--- src/include/dic_pkg.sv ---
// Overview of operation
// - Polarity picks energized reads 1 or 0
// - Normally open: above activation threshold activates
// - Normally closed: above activation threshold deactivates
// - Normally open: below release threshold deactivates
// - Normally closed: below release threshold activates
// - Activation delay in ms before 0-to-1
// - Drop-off delay in ms before 1-to-0
// - AC mode adds 30 ms drop-off delay
// - AC mode release is 10 % of activation
// - 32-bit counter counts 0-to-1 changes
// - Clear command zeroes channel counter
// - Thresholds held separately per channel
// - Present voltage readable in millivolts
// - All channels evaluated every 5 ms scan
//
// Purpose: Constants and types of the digital input conditioner
// Assumes: Eight channels, voltages arrive in millivolts
// Notes: Thresholds in 0.1 V units, delays in milliseconds
package dic_pkg;

  // ----------------------------------------
  // Sizes
  // ----------------------------------------
  localparam int DIC_NCH = 8;
  localparam int DIC_CHW = 3;
  localparam int DIC_VW = 19;
  localparam int DIC_TW = 11;
  localparam int DIC_DW = 21;
  localparam int DIC_TMW = 22;
  localparam int DIC_CW = 32;
  localparam int DIC_AW = 8;
  localparam int DIC_RW = 4;

  // ----------------------------------------
  // Timing
  // ----------------------------------------
  localparam int DIC_CLK_HZ = 40_000_000;
  localparam int DIC_MS_PER_S = 1000;
  localparam int DIC_MS_CYC = DIC_CLK_HZ / DIC_MS_PER_S;
  localparam int DIC_SCAN_MS = 5;
  localparam int DIC_AC_DROP_MS = 30;

  // ----------------------------------------
  // Scaling and reset values
  // ----------------------------------------
  localparam int DIC_MV_PER_DV = 100;
  localparam int DIC_AC_PCT = 10;
  localparam int DIC_PCT_FULL = 100;
  localparam logic [DIC_TW-1:0] DIC_ACT_DEF = 11'h370;
  localparam logic [DIC_TW-1:0] DIC_REL_DEF = 11'h258;
  localparam logic [DIC_DW-1:0] DIC_DLY_DEF = 21'h00_0000;

  // ----------------------------------------
  // Register map: addr = {channel, index}
  // ----------------------------------------
  localparam logic [DIC_RW-1:0] DIC_REG_CTRL = 4'h0;
  localparam logic [DIC_RW-1:0] DIC_REG_ACT = 4'h1;
  localparam logic [DIC_RW-1:0] DIC_REG_REL = 4'h2;
  localparam logic [DIC_RW-1:0] DIC_REG_ADLY = 4'h3;
  localparam logic [DIC_RW-1:0] DIC_REG_DDLY = 4'h4;
  localparam logic [DIC_RW-1:0] DIC_REG_CNT = 4'h5;
  localparam logic [DIC_RW-1:0] DIC_REG_VOLT = 4'h6;
  localparam logic [DIC_RW-1:0] DIC_REG_STAT = 4'h7;
  localparam int DIC_CTRL_NC_BIT = 0;
  localparam int DIC_CTRL_AC_BIT = 1;
  localparam int DIC_STAT_OUT_BIT = 0;
  localparam int DIC_STAT_RAW_BIT = 1;

  // Per-channel settings
  typedef struct packed {
    logic nc;
    logic alternating_current_mode;
    logic [DIC_TW-1:0] act_thr;
    logic [DIC_TW-1:0] rel_thr;
    logic [DIC_DW-1:0] act_dly;
    logic [DIC_DW-1:0] drop_dly;
  } dic_cfg_t;

  localparam dic_cfg_t DIC_CFG_DEF = '{
    nc: 1'b0,
    alternating_current_mode: 1'b0,
    act_thr: DIC_ACT_DEF,
    rel_thr: DIC_REL_DEF,
    act_dly: DIC_DLY_DEF,
    drop_dly: DIC_DLY_DEF
  };

endpackage

--- src/rtl/dic_input_conditioner.sv ---
// Purpose: Threshold, polarity, delay and counting for digital inputs
// Assumes: Voltages in mV from logic on the same clock
// Notes: Registers over a plain strobe port, read data one cycle later
//
// The strobed register port and the register offsets were chosen for this implementation.
`timescale 1ns/1ps
module dic_input_conditioner #(
  parameter int MS_CYC = dic_pkg::DIC_MS_CYC
) (
  input wire logic clk,
  input wire logic rst,
  input wire logic [dic_pkg::DIC_NCH-1:0][dic_pkg::DIC_VW-1:0] chan_mv,
  input wire logic [dic_pkg::DIC_AW-1:0] addr,
  input wire logic [31:0] wdata,
  input wire logic wr,
  input wire logic rd,
  output logic [31:0] rdata,
  output logic [dic_pkg::DIC_NCH-1:0] input_channel_n,
  output logic scan_tick
);

  // ----------------------------------------
  // Helpers
  // ----------------------------------------
  // 0.1 V units to millivolts
  function automatic logic [dic_pkg::DIC_VW-1:0] to_mv(
    input logic [dic_pkg::DIC_TW-1:0] dv
  );
    logic [31:0] p;
    p = 32'(dv) * 32'(dic_pkg::DIC_MV_PER_DV);
    return p[dic_pkg::DIC_VW-1:0];
  endfunction

  // Effective release level in mV
  function automatic logic [dic_pkg::DIC_VW-1:0] rel_mv(
    input dic_pkg::dic_cfg_t c
  );
    logic [31:0] p;
    p = 32'(to_mv(c.act_thr)) * 32'(dic_pkg::DIC_AC_PCT)
      / 32'(dic_pkg::DIC_PCT_FULL);
    if (c.alternating_current_mode)
    begin
      return p[dic_pkg::DIC_VW-1:0];
    end
    return to_mv(c.rel_thr);
  endfunction

  // Hysteresis on the energized level
  function automatic logic energized(
    input logic [dic_pkg::DIC_VW-1:0] v,
    input dic_pkg::dic_cfg_t c,
    input logic prev
  );
    if (v > to_mv(c.act_thr))
    begin
      return 1'b1;
    end
    if (v < rel_mv(c))
    begin
      return 1'b0;
    end
    return prev;
  endfunction

  // ----------------------------------------
  // State
  // ----------------------------------------
  dic_pkg::dic_cfg_t cfg_ff [dic_pkg::DIC_NCH];
  logic [dic_pkg::DIC_NCH-1:0] energ_ff;
  logic [dic_pkg::DIC_NCH-1:0] raw_ff;
  logic [dic_pkg::DIC_NCH-1:0] out_ff;
  logic [dic_pkg::DIC_TMW-1:0] tmr_ff [dic_pkg::DIC_NCH];
  logic [dic_pkg::DIC_CW-1:0] rising_transition_count_ff [dic_pkg::DIC_NCH];
  logic [dic_pkg::DIC_VW-1:0] present_channel_voltage_ff [dic_pkg::DIC_NCH];
  logic [31:0] ms_cnt_ff;
  logic [2:0] scan_cnt_ff;
  logic ms_tick_ff;
  logic scan_tick_ff;
  logic [31:0] rdata_ff;

  logic [dic_pkg::DIC_NCH-1:0] nxt_energ;
  logic [dic_pkg::DIC_NCH-1:0] nxt_raw;
  logic [dic_pkg::DIC_NCH-1:0] commit;
  logic [dic_pkg::DIC_NCH-1:0] transition_count_clear;
  logic [dic_pkg::DIC_CHW-1:0] sel_ch;
  logic [dic_pkg::DIC_RW-1:0] sel_reg;
  logic sel_ok;

  assign sel_ch = addr[dic_pkg::DIC_RW +: dic_pkg::DIC_CHW];
  assign sel_reg = addr[dic_pkg::DIC_RW-1:0];
  assign sel_ok = addr[dic_pkg::DIC_AW-1] == 1'b0;

  // ----------------------------------------
  // Millisecond and scan dividers
  // ----------------------------------------
  // One-cycle enable every millisecond
  always_ff @(posedge clk)
  begin
    if (rst || ms_cnt_ff == 32'(MS_CYC - 1))
    begin
      ms_cnt_ff <= 32'h0000_0000;
    end
    else
    begin
      ms_cnt_ff <= ms_cnt_ff + 32'h0000_0001;
    end
    ms_tick_ff <= !rst && ms_cnt_ff == 32'(MS_CYC - 1);
  end

  // One-cycle scan enable every fifth millisecond
  always_ff @(posedge clk)
  begin
    if (rst)
    begin
      scan_cnt_ff <= 3'h0;
      scan_tick_ff <= 1'b0;
    end
    else
    begin
      scan_tick_ff <= 1'b0;
      if (ms_tick_ff)
      begin
        if (scan_cnt_ff == 3'(dic_pkg::DIC_SCAN_MS - 1))
        begin
          scan_cnt_ff <= 3'h0;
          scan_tick_ff <= 1'b1;
        end
        else
        begin
          scan_cnt_ff <= scan_cnt_ff + 3'h1;
        end
      end
    end
  end

  assign scan_tick = scan_tick_ff;

  // ----------------------------------------
  // Channel evaluation
  // ----------------------------------------
  // Raw level, polarity and delay check per channel
  always_comb
  begin
    for (int i = 0; i < dic_pkg::DIC_NCH; i++)
    begin
      logic [dic_pkg::DIC_TMW-1:0] need;
      logic [dic_pkg::DIC_TMW-1:0] elapsed;
      need = '0;
      elapsed = '0;
      nxt_energ[i] = energized(chan_mv[i], cfg_ff[i], energ_ff[i]);
      nxt_raw[i] = nxt_energ[i] ^ cfg_ff[i].nc;
      if (nxt_raw[i])
      begin
        need = dic_pkg::DIC_TMW'(cfg_ff[i].act_dly);
      end
      else
      begin
        need = dic_pkg::DIC_TMW'(cfg_ff[i].drop_dly);
        if (cfg_ff[i].alternating_current_mode)
        begin
          need = need + dic_pkg::DIC_TMW'(dic_pkg::DIC_AC_DROP_MS);
        end
      end
      elapsed = (raw_ff[i] == nxt_raw[i]) ? tmr_ff[i] : '0;
      commit[i] = scan_tick_ff && nxt_raw[i] != out_ff[i]
        && elapsed >= need;
    end
  end

  // Raw level and voltage sample taken once per scan
  always_ff @(posedge clk)
  begin
    for (int i = 0; i < dic_pkg::DIC_NCH; i++)
    begin
      if (rst)
      begin
        energ_ff[i] <= 1'b0;
        raw_ff[i] <= 1'b0;
        present_channel_voltage_ff[i] <= '0;
      end
      else if (scan_tick_ff)
      begin
        energ_ff[i] <= nxt_energ[i];
        raw_ff[i] <= nxt_raw[i];
        present_channel_voltage_ff[i] <= chan_mv[i];
      end
    end
  end

  // Time since raw level left the reported state
  always_ff @(posedge clk)
  begin
    for (int i = 0; i < dic_pkg::DIC_NCH; i++)
    begin
      if (rst || raw_ff[i] == out_ff[i] || commit[i])
      begin
        tmr_ff[i] <= '0;
      end
      else if (scan_tick_ff && raw_ff[i] != nxt_raw[i])
      begin
        tmr_ff[i] <= '0;
      end
      else if (ms_tick_ff && tmr_ff[i] != '1)
      begin
        tmr_ff[i] <= tmr_ff[i]
          + dic_pkg::DIC_TMW'(1'b1);
      end
    end
  end

  // Reported state
  always_ff @(posedge clk)
  begin
    for (int i = 0; i < dic_pkg::DIC_NCH; i++)
    begin
      if (rst)
      begin
        out_ff[i] <= 1'b0;
      end
      else if (commit[i])
      begin
        out_ff[i] <= nxt_raw[i];
      end
    end
  end

  assign input_channel_n = out_ff;

  // Rising transition counters, clear with a same-cycle increment loads one
  always_ff @(posedge clk)
  begin
    for (int i = 0; i < dic_pkg::DIC_NCH; i++)
    begin
      if (rst)
      begin
        rising_transition_count_ff[i] <= '0;
      end
      else if (commit[i] && nxt_raw[i])
      begin
        if (transition_count_clear[i])
        begin
          rising_transition_count_ff[i] <= 32'h0000_0001;
        end
        else
        begin
          rising_transition_count_ff[i] <= rising_transition_count_ff[i]
            + 32'h0000_0001;
        end
      end
      else if (transition_count_clear[i])
      begin
        rising_transition_count_ff[i] <= '0;
      end
    end
  end

  // ----------------------------------------
  // Register port
  // ----------------------------------------
  // Clear strobe from a write to the counter register
  always_comb
  begin
    transition_count_clear = '0;
    if (wr && sel_ok && sel_reg == dic_pkg::DIC_REG_CNT)
    begin
      transition_count_clear[sel_ch] = 1'b1;
    end
  end

  // Per-channel settings writes
  always_ff @(posedge clk)
  begin
    if (rst)
    begin
      for (int i = 0; i < dic_pkg::DIC_NCH; i++)
      begin
        cfg_ff[i] <= dic_pkg::DIC_CFG_DEF;
      end
    end
    else if (wr && sel_ok)
    begin
      unique case (sel_reg)
        dic_pkg::DIC_REG_CTRL:
        begin
          cfg_ff[sel_ch].nc <= wdata[dic_pkg::DIC_CTRL_NC_BIT];
          cfg_ff[sel_ch].alternating_current_mode <=
            wdata[dic_pkg::DIC_CTRL_AC_BIT];
        end
        dic_pkg::DIC_REG_ACT:
        begin
          cfg_ff[sel_ch].act_thr <= wdata[dic_pkg::DIC_TW-1:0];
        end
        dic_pkg::DIC_REG_REL:
        begin
          cfg_ff[sel_ch].rel_thr <= wdata[dic_pkg::DIC_TW-1:0];
        end
        dic_pkg::DIC_REG_ADLY:
        begin
          cfg_ff[sel_ch].act_dly <= wdata[dic_pkg::DIC_DW-1:0];
        end
        dic_pkg::DIC_REG_DDLY:
        begin
          cfg_ff[sel_ch].drop_dly <= wdata[dic_pkg::DIC_DW-1:0];
        end
        default:
        begin
        end
      endcase
    end
  end

  // Read data, valid the cycle after the strobe only
  always_ff @(posedge clk)
  begin
    rdata_ff <= 32'h0000_0000;
    if (!rst && rd && sel_ok)
    begin
      unique case (sel_reg)
        dic_pkg::DIC_REG_CTRL:
        begin
          rdata_ff[dic_pkg::DIC_CTRL_NC_BIT] <= cfg_ff[sel_ch].nc;
          rdata_ff[dic_pkg::DIC_CTRL_AC_BIT] <=
            cfg_ff[sel_ch].alternating_current_mode;
        end
        dic_pkg::DIC_REG_ACT:
        begin
          rdata_ff <= 32'(cfg_ff[sel_ch].act_thr);
        end
        dic_pkg::DIC_REG_REL:
        begin
          rdata_ff <= 32'(cfg_ff[sel_ch].rel_thr);
        end
        dic_pkg::DIC_REG_ADLY:
        begin
          rdata_ff <= 32'(cfg_ff[sel_ch].act_dly);
        end
        dic_pkg::DIC_REG_DDLY:
        begin
          rdata_ff <= 32'(cfg_ff[sel_ch].drop_dly);
        end
        dic_pkg::DIC_REG_CNT:
        begin
          rdata_ff <= rising_transition_count_ff[sel_ch];
        end
        dic_pkg::DIC_REG_VOLT:
        begin
          rdata_ff <= 32'(present_channel_voltage_ff[sel_ch]);
        end
        dic_pkg::DIC_REG_STAT:
        begin
          rdata_ff[dic_pkg::DIC_STAT_OUT_BIT] <= out_ff[sel_ch];
          rdata_ff[dic_pkg::DIC_STAT_RAW_BIT] <= raw_ff[sel_ch];
        end
        default:
        begin
          rdata_ff <= 32'h0000_0000; // Unmapped reads zero
        end
      endcase
    end
  end

  assign rdata = rdata_ff;

endmodule

--- config.mk ---
export PLATFORM = sky130hd
export DESIGN_NAME = dic_input_conditioner
export DESIGN_NICKNAME = d
export VERILOG_FILES = /design/src/include/dic_pkg.sv /design/src/rtl/dic_input_conditioner.sv
export SDC_FILE = /design/constraint.sdc
export NUM_CORES = 2
export LEC_CHECK = 0
export BUFFER_PORTS_ARGS = -buffer_cell sky130_fd_sc_hd__clkbuf_2
export CAP_MARGIN = 15
export CORE_ASPECT_RATIO = 0.75
export CORE_MARGIN = 2
export CORE_UTILIZATION = 33
export CTS_BUF_LIST = sky130_fd_sc_hd__clkbuf_4 sky130_fd_sc_hd__clkbuf_8
export DETAILED_ROUTE_END_ITERATION = 8
export SYNTH_ARGS = -nofsm -noshare
export SYNTH_HDL_FRONTEND = slang
export SYNTH_SLANG_ARGS = --single-unit
export TNS_END_PERCENT = 50
--- constraint.sdc ---
create_clock -name clk -period 24.7 [get_ports clk]
set_clock_uncertainty 0.1 [all_clocks]
set_input_delay 1.235 -clock clk [delete_from_list [all_inputs] [get_ports clk]]
set_output_delay 1.235 -clock clk [all_outputs]
set_load 0.02 [all_outputs]
==> impl_metrics.ini <==
[status]
status = completed

[global_route]
grt_util_all_layers = 0.2370
grt_max_degree = 117
grt_pass1_wl_um = 696400
grt-ovfl-total = 0
grt_pass1_vias = 104300
antenna_found_initial = 121

[worst_setup_path]
crit_path_max_fanout = 22
slowest_delay_ns = 0.75
startpoint_type = flip-flop
rr_endpoint = tmr_ff[1][50]
reg2regPathDepth = 80
rr_startpoint = cfg_ff[6][54]
crit_end = tmr_ff[1][50]
crit_type = flip-flop to flip-flop
r2r_slack_ns = 1.51
arrival_ns = 23.74
worstSetupEndpointType = flip-flop
cp-startpoint = cfg_ff[6][54]
cpMostUsedCell = a21o_1
critPathRequiredTime_ns = 25.25
crit_path_top_delay_cell = o41ai_1

[logic_synthesis]
synth_top_area_share = 0.2664
synthArstFlopShare = 0
ys.flop_type = edfxtp_1
syn_inst = 14520
ys_ff_latch = 1205
ys_seq_area_frac = 0.2813
synth_edf_count = 1112
synth_common_cells = ha_1, nor2_1, edfxtp_1
yosysWarnings = 0
syn-num-nets = 16130
synth_area_leader_cell = edfxtp_1
synth.most_common_cell = ha_1
synthTopCellsByArea = edfxtp_1, ha_1, nor2_1
ys_types = 143
synth.avg_cell_area_um2 = 8.631
syn_area_mm2 = 0.1253

[timing]
setup_tns_ns = 0
clock.fmax_mhz = 43.11
worst_pin_slew_ns = 1.360
rsz0062_at_grt = false
post-route-period-util = 0.9390
slew_headroom = 0.09329
slew_violations = 0
hold_violations = 0
period_needed_ns = 23.19
setup_viol = 0

[floorplan]
initial_core_util = 0.3323
io_pins = 237
die_y_um = 537.7
rows = 195
die_x_um = 715.6
core_mm2 = 0.3772
die_area_mm2 = 0.3848

[drt]
first_pass_iters = 7
drc = 0
ant_nets = 0
via_per_inst = 5.936
dr_total_vias = 117600
wl_per_cell_um = 24.11
drtIter0Drc = 15290
routed_wl_um = 477400

[clock_tree]
cts_buffer_depth = 4
root_buffer = clkbuf_8
tritoncts = done
clk_transition_reported_paths_ns = 0.06
cts_max_level = 4
cts_sinks = 1205
cts_buffers = 219
clock_latency_ns = 1.08

[job]
maxCapViolCount = 0

[placed_design]
placement.io_buffers = 225
dp_hpwl_um = 368400
place.gp.congestion = 0.9918

[final_layout]
drive_above_1_share = 0.08211
layout.nets = 16160
area_delta_synth_final_pct = 9.238

[hold_path]
whs_path_depth = 1
hold_path.class = flip-flop to flip-flop
-- worst min-delay path by stage --
stage / from / end / slack (ns)
6_report: ms_cnt_ff[0] / ms_cnt_ff[0] / 0.36
5_1_grt: ms_cnt_ff[0] / ms_cnt_ff[0] / 0.38
4_1_cts: ms_cnt_ff[0] / ms_cnt_ff[0] / 0.37
3_5_place_dp: ms_cnt_ff[0] / ms_cnt_ff[0] / 0.35
3_3_place_gp: ms_cnt_ff[0] / ms_cnt_ff[0] / 0.34
2_1_floorplan: ms_cnt_ff[0] / ms_cnt_ff[0] / 0.33
-- stage by stage --
stage | hold slack, ns | setup WS [ns] | utilization | std cells | cell area [um^2]
after floorplan | 0.3298 | 4.676 | - | 14520 | 125300
after global placement | 0.3438 | 1.446 | 0.3498 | 19340 | 132000
after detailed placement | 0.3512 | 1.319 | 0.3499 | 19340 | 132000
after CTS | 0.3650 | 1.266 | 0.3616 | 19720 | 136400
after global routing | 0.3843 | 0.004190 | 0.3627 | 19770 | 136800
final | 0.3595 | 1.506 | 0.3630 | 19800 | 136900
-- state kept, by name (all words and copies together) (netlist names) --
| signal | cells |
|---|---|
| scan_tick | 1 |
| cfg_ff | 528 |
| scan_cnt_ff | 3 |
| ms_cnt_ff | 32 |
| rdata | 32 |
| rising_transition_count_ff | 256 |
| energ_ff | 8 |
| raw_ff | 8 |
| input_channel_n | 8 |
| tmr_ff | 176 |
| present_channel_voltage_ff | 152 |
| ms_tick_ff | 1 |
-- cell type report --
| class | instances | area (um^2) |
|---|---|---|
| diodes | 67 | 167.7 |
| well taps | 5023 | 6285 |
| flip-flops and latches | 1205 | 35260 |
| inverters | 832 | 3136 |
| clock inverters | 94 | 803.3 |
| repair buffers | 427 | 2754 |
| clock buffers | 290 | 3628 |
| fillers | 38890 | 240300 |
| multi-input cells | 11860 | 84870 |
-- repair_timing --
| action | in CTS | in global routing |
|---|---|---|
| buffers inserted | 0 | 5 |
| resized for setup | 0 | 31 |
| hold buffers | 0 | 0 |
| setup endpoints to repair | 0 | 602 |
-- worst max-delay path, delay by kind of cell, from the launching register on --
family / cells / cell delay [ns]
AOI/OAI and AO/OA: 49 / 14.21
adders and majority gates: 8 / 2.63
buffers and inverters: 3 / 0.57
xor gates and xnor gates: 4 / 1.31
and+or+nand+nor: 15 / 2.69
muxes: 1 / 0.61
DFF: 1 / 0.64
-- routing by layer --
metal  part of all wire  routed length, um  global-route usage
met1               0.45             213800              0.3450
met2               0.39             186100              0.3220
met3               0.12              56170             0.06785
met4              0.044              21030             0.09986
met5            0.00066                317           0.0009804
-- cell usage in the layout (no fill, tap or decap), types with 160 or more instances in the layout --
cell type,count
ha_1,1312
nor2_1,1237
edfxtp_1,1112
nand2_1,900
inv_1,823
a21oi_1,808
and2_1,694
o21ai_0,605
xnor2_1,513
xor2_1,482
nand3_1,468
and3_1,403
a22oi_1,347
nor3_1,324
a21o_1,277
nand4_1,277
clkbuf_8,232
clkbuf_2,220
buf_4,194
a31oi_1,180
a211oi_1,174
nand2b_1,170
or3_1,160
-- cells by family (layout without fill, tap and decap cells) --
group                      Yosys count  count (layout)  share of synthesized area
adders and majority gates         1441            1441                     0.1496
muxes                              204             204                    0.01714
xor gates and xnor gates          1015            1016                    0.07195
AOI/OAI and AO/OA                 3970            3970                     0.2205
and+or+nand+nor                   5233            5233                     0.2146
other                                0              67                          0
DFF                               1205            1205                     0.2813
buffers and inverters             1453            1643                    0.04492
Power is left out: the tool's default activity adds up to more than one toggle a clock period on the data nets, which glitch-free logic cannot reach.
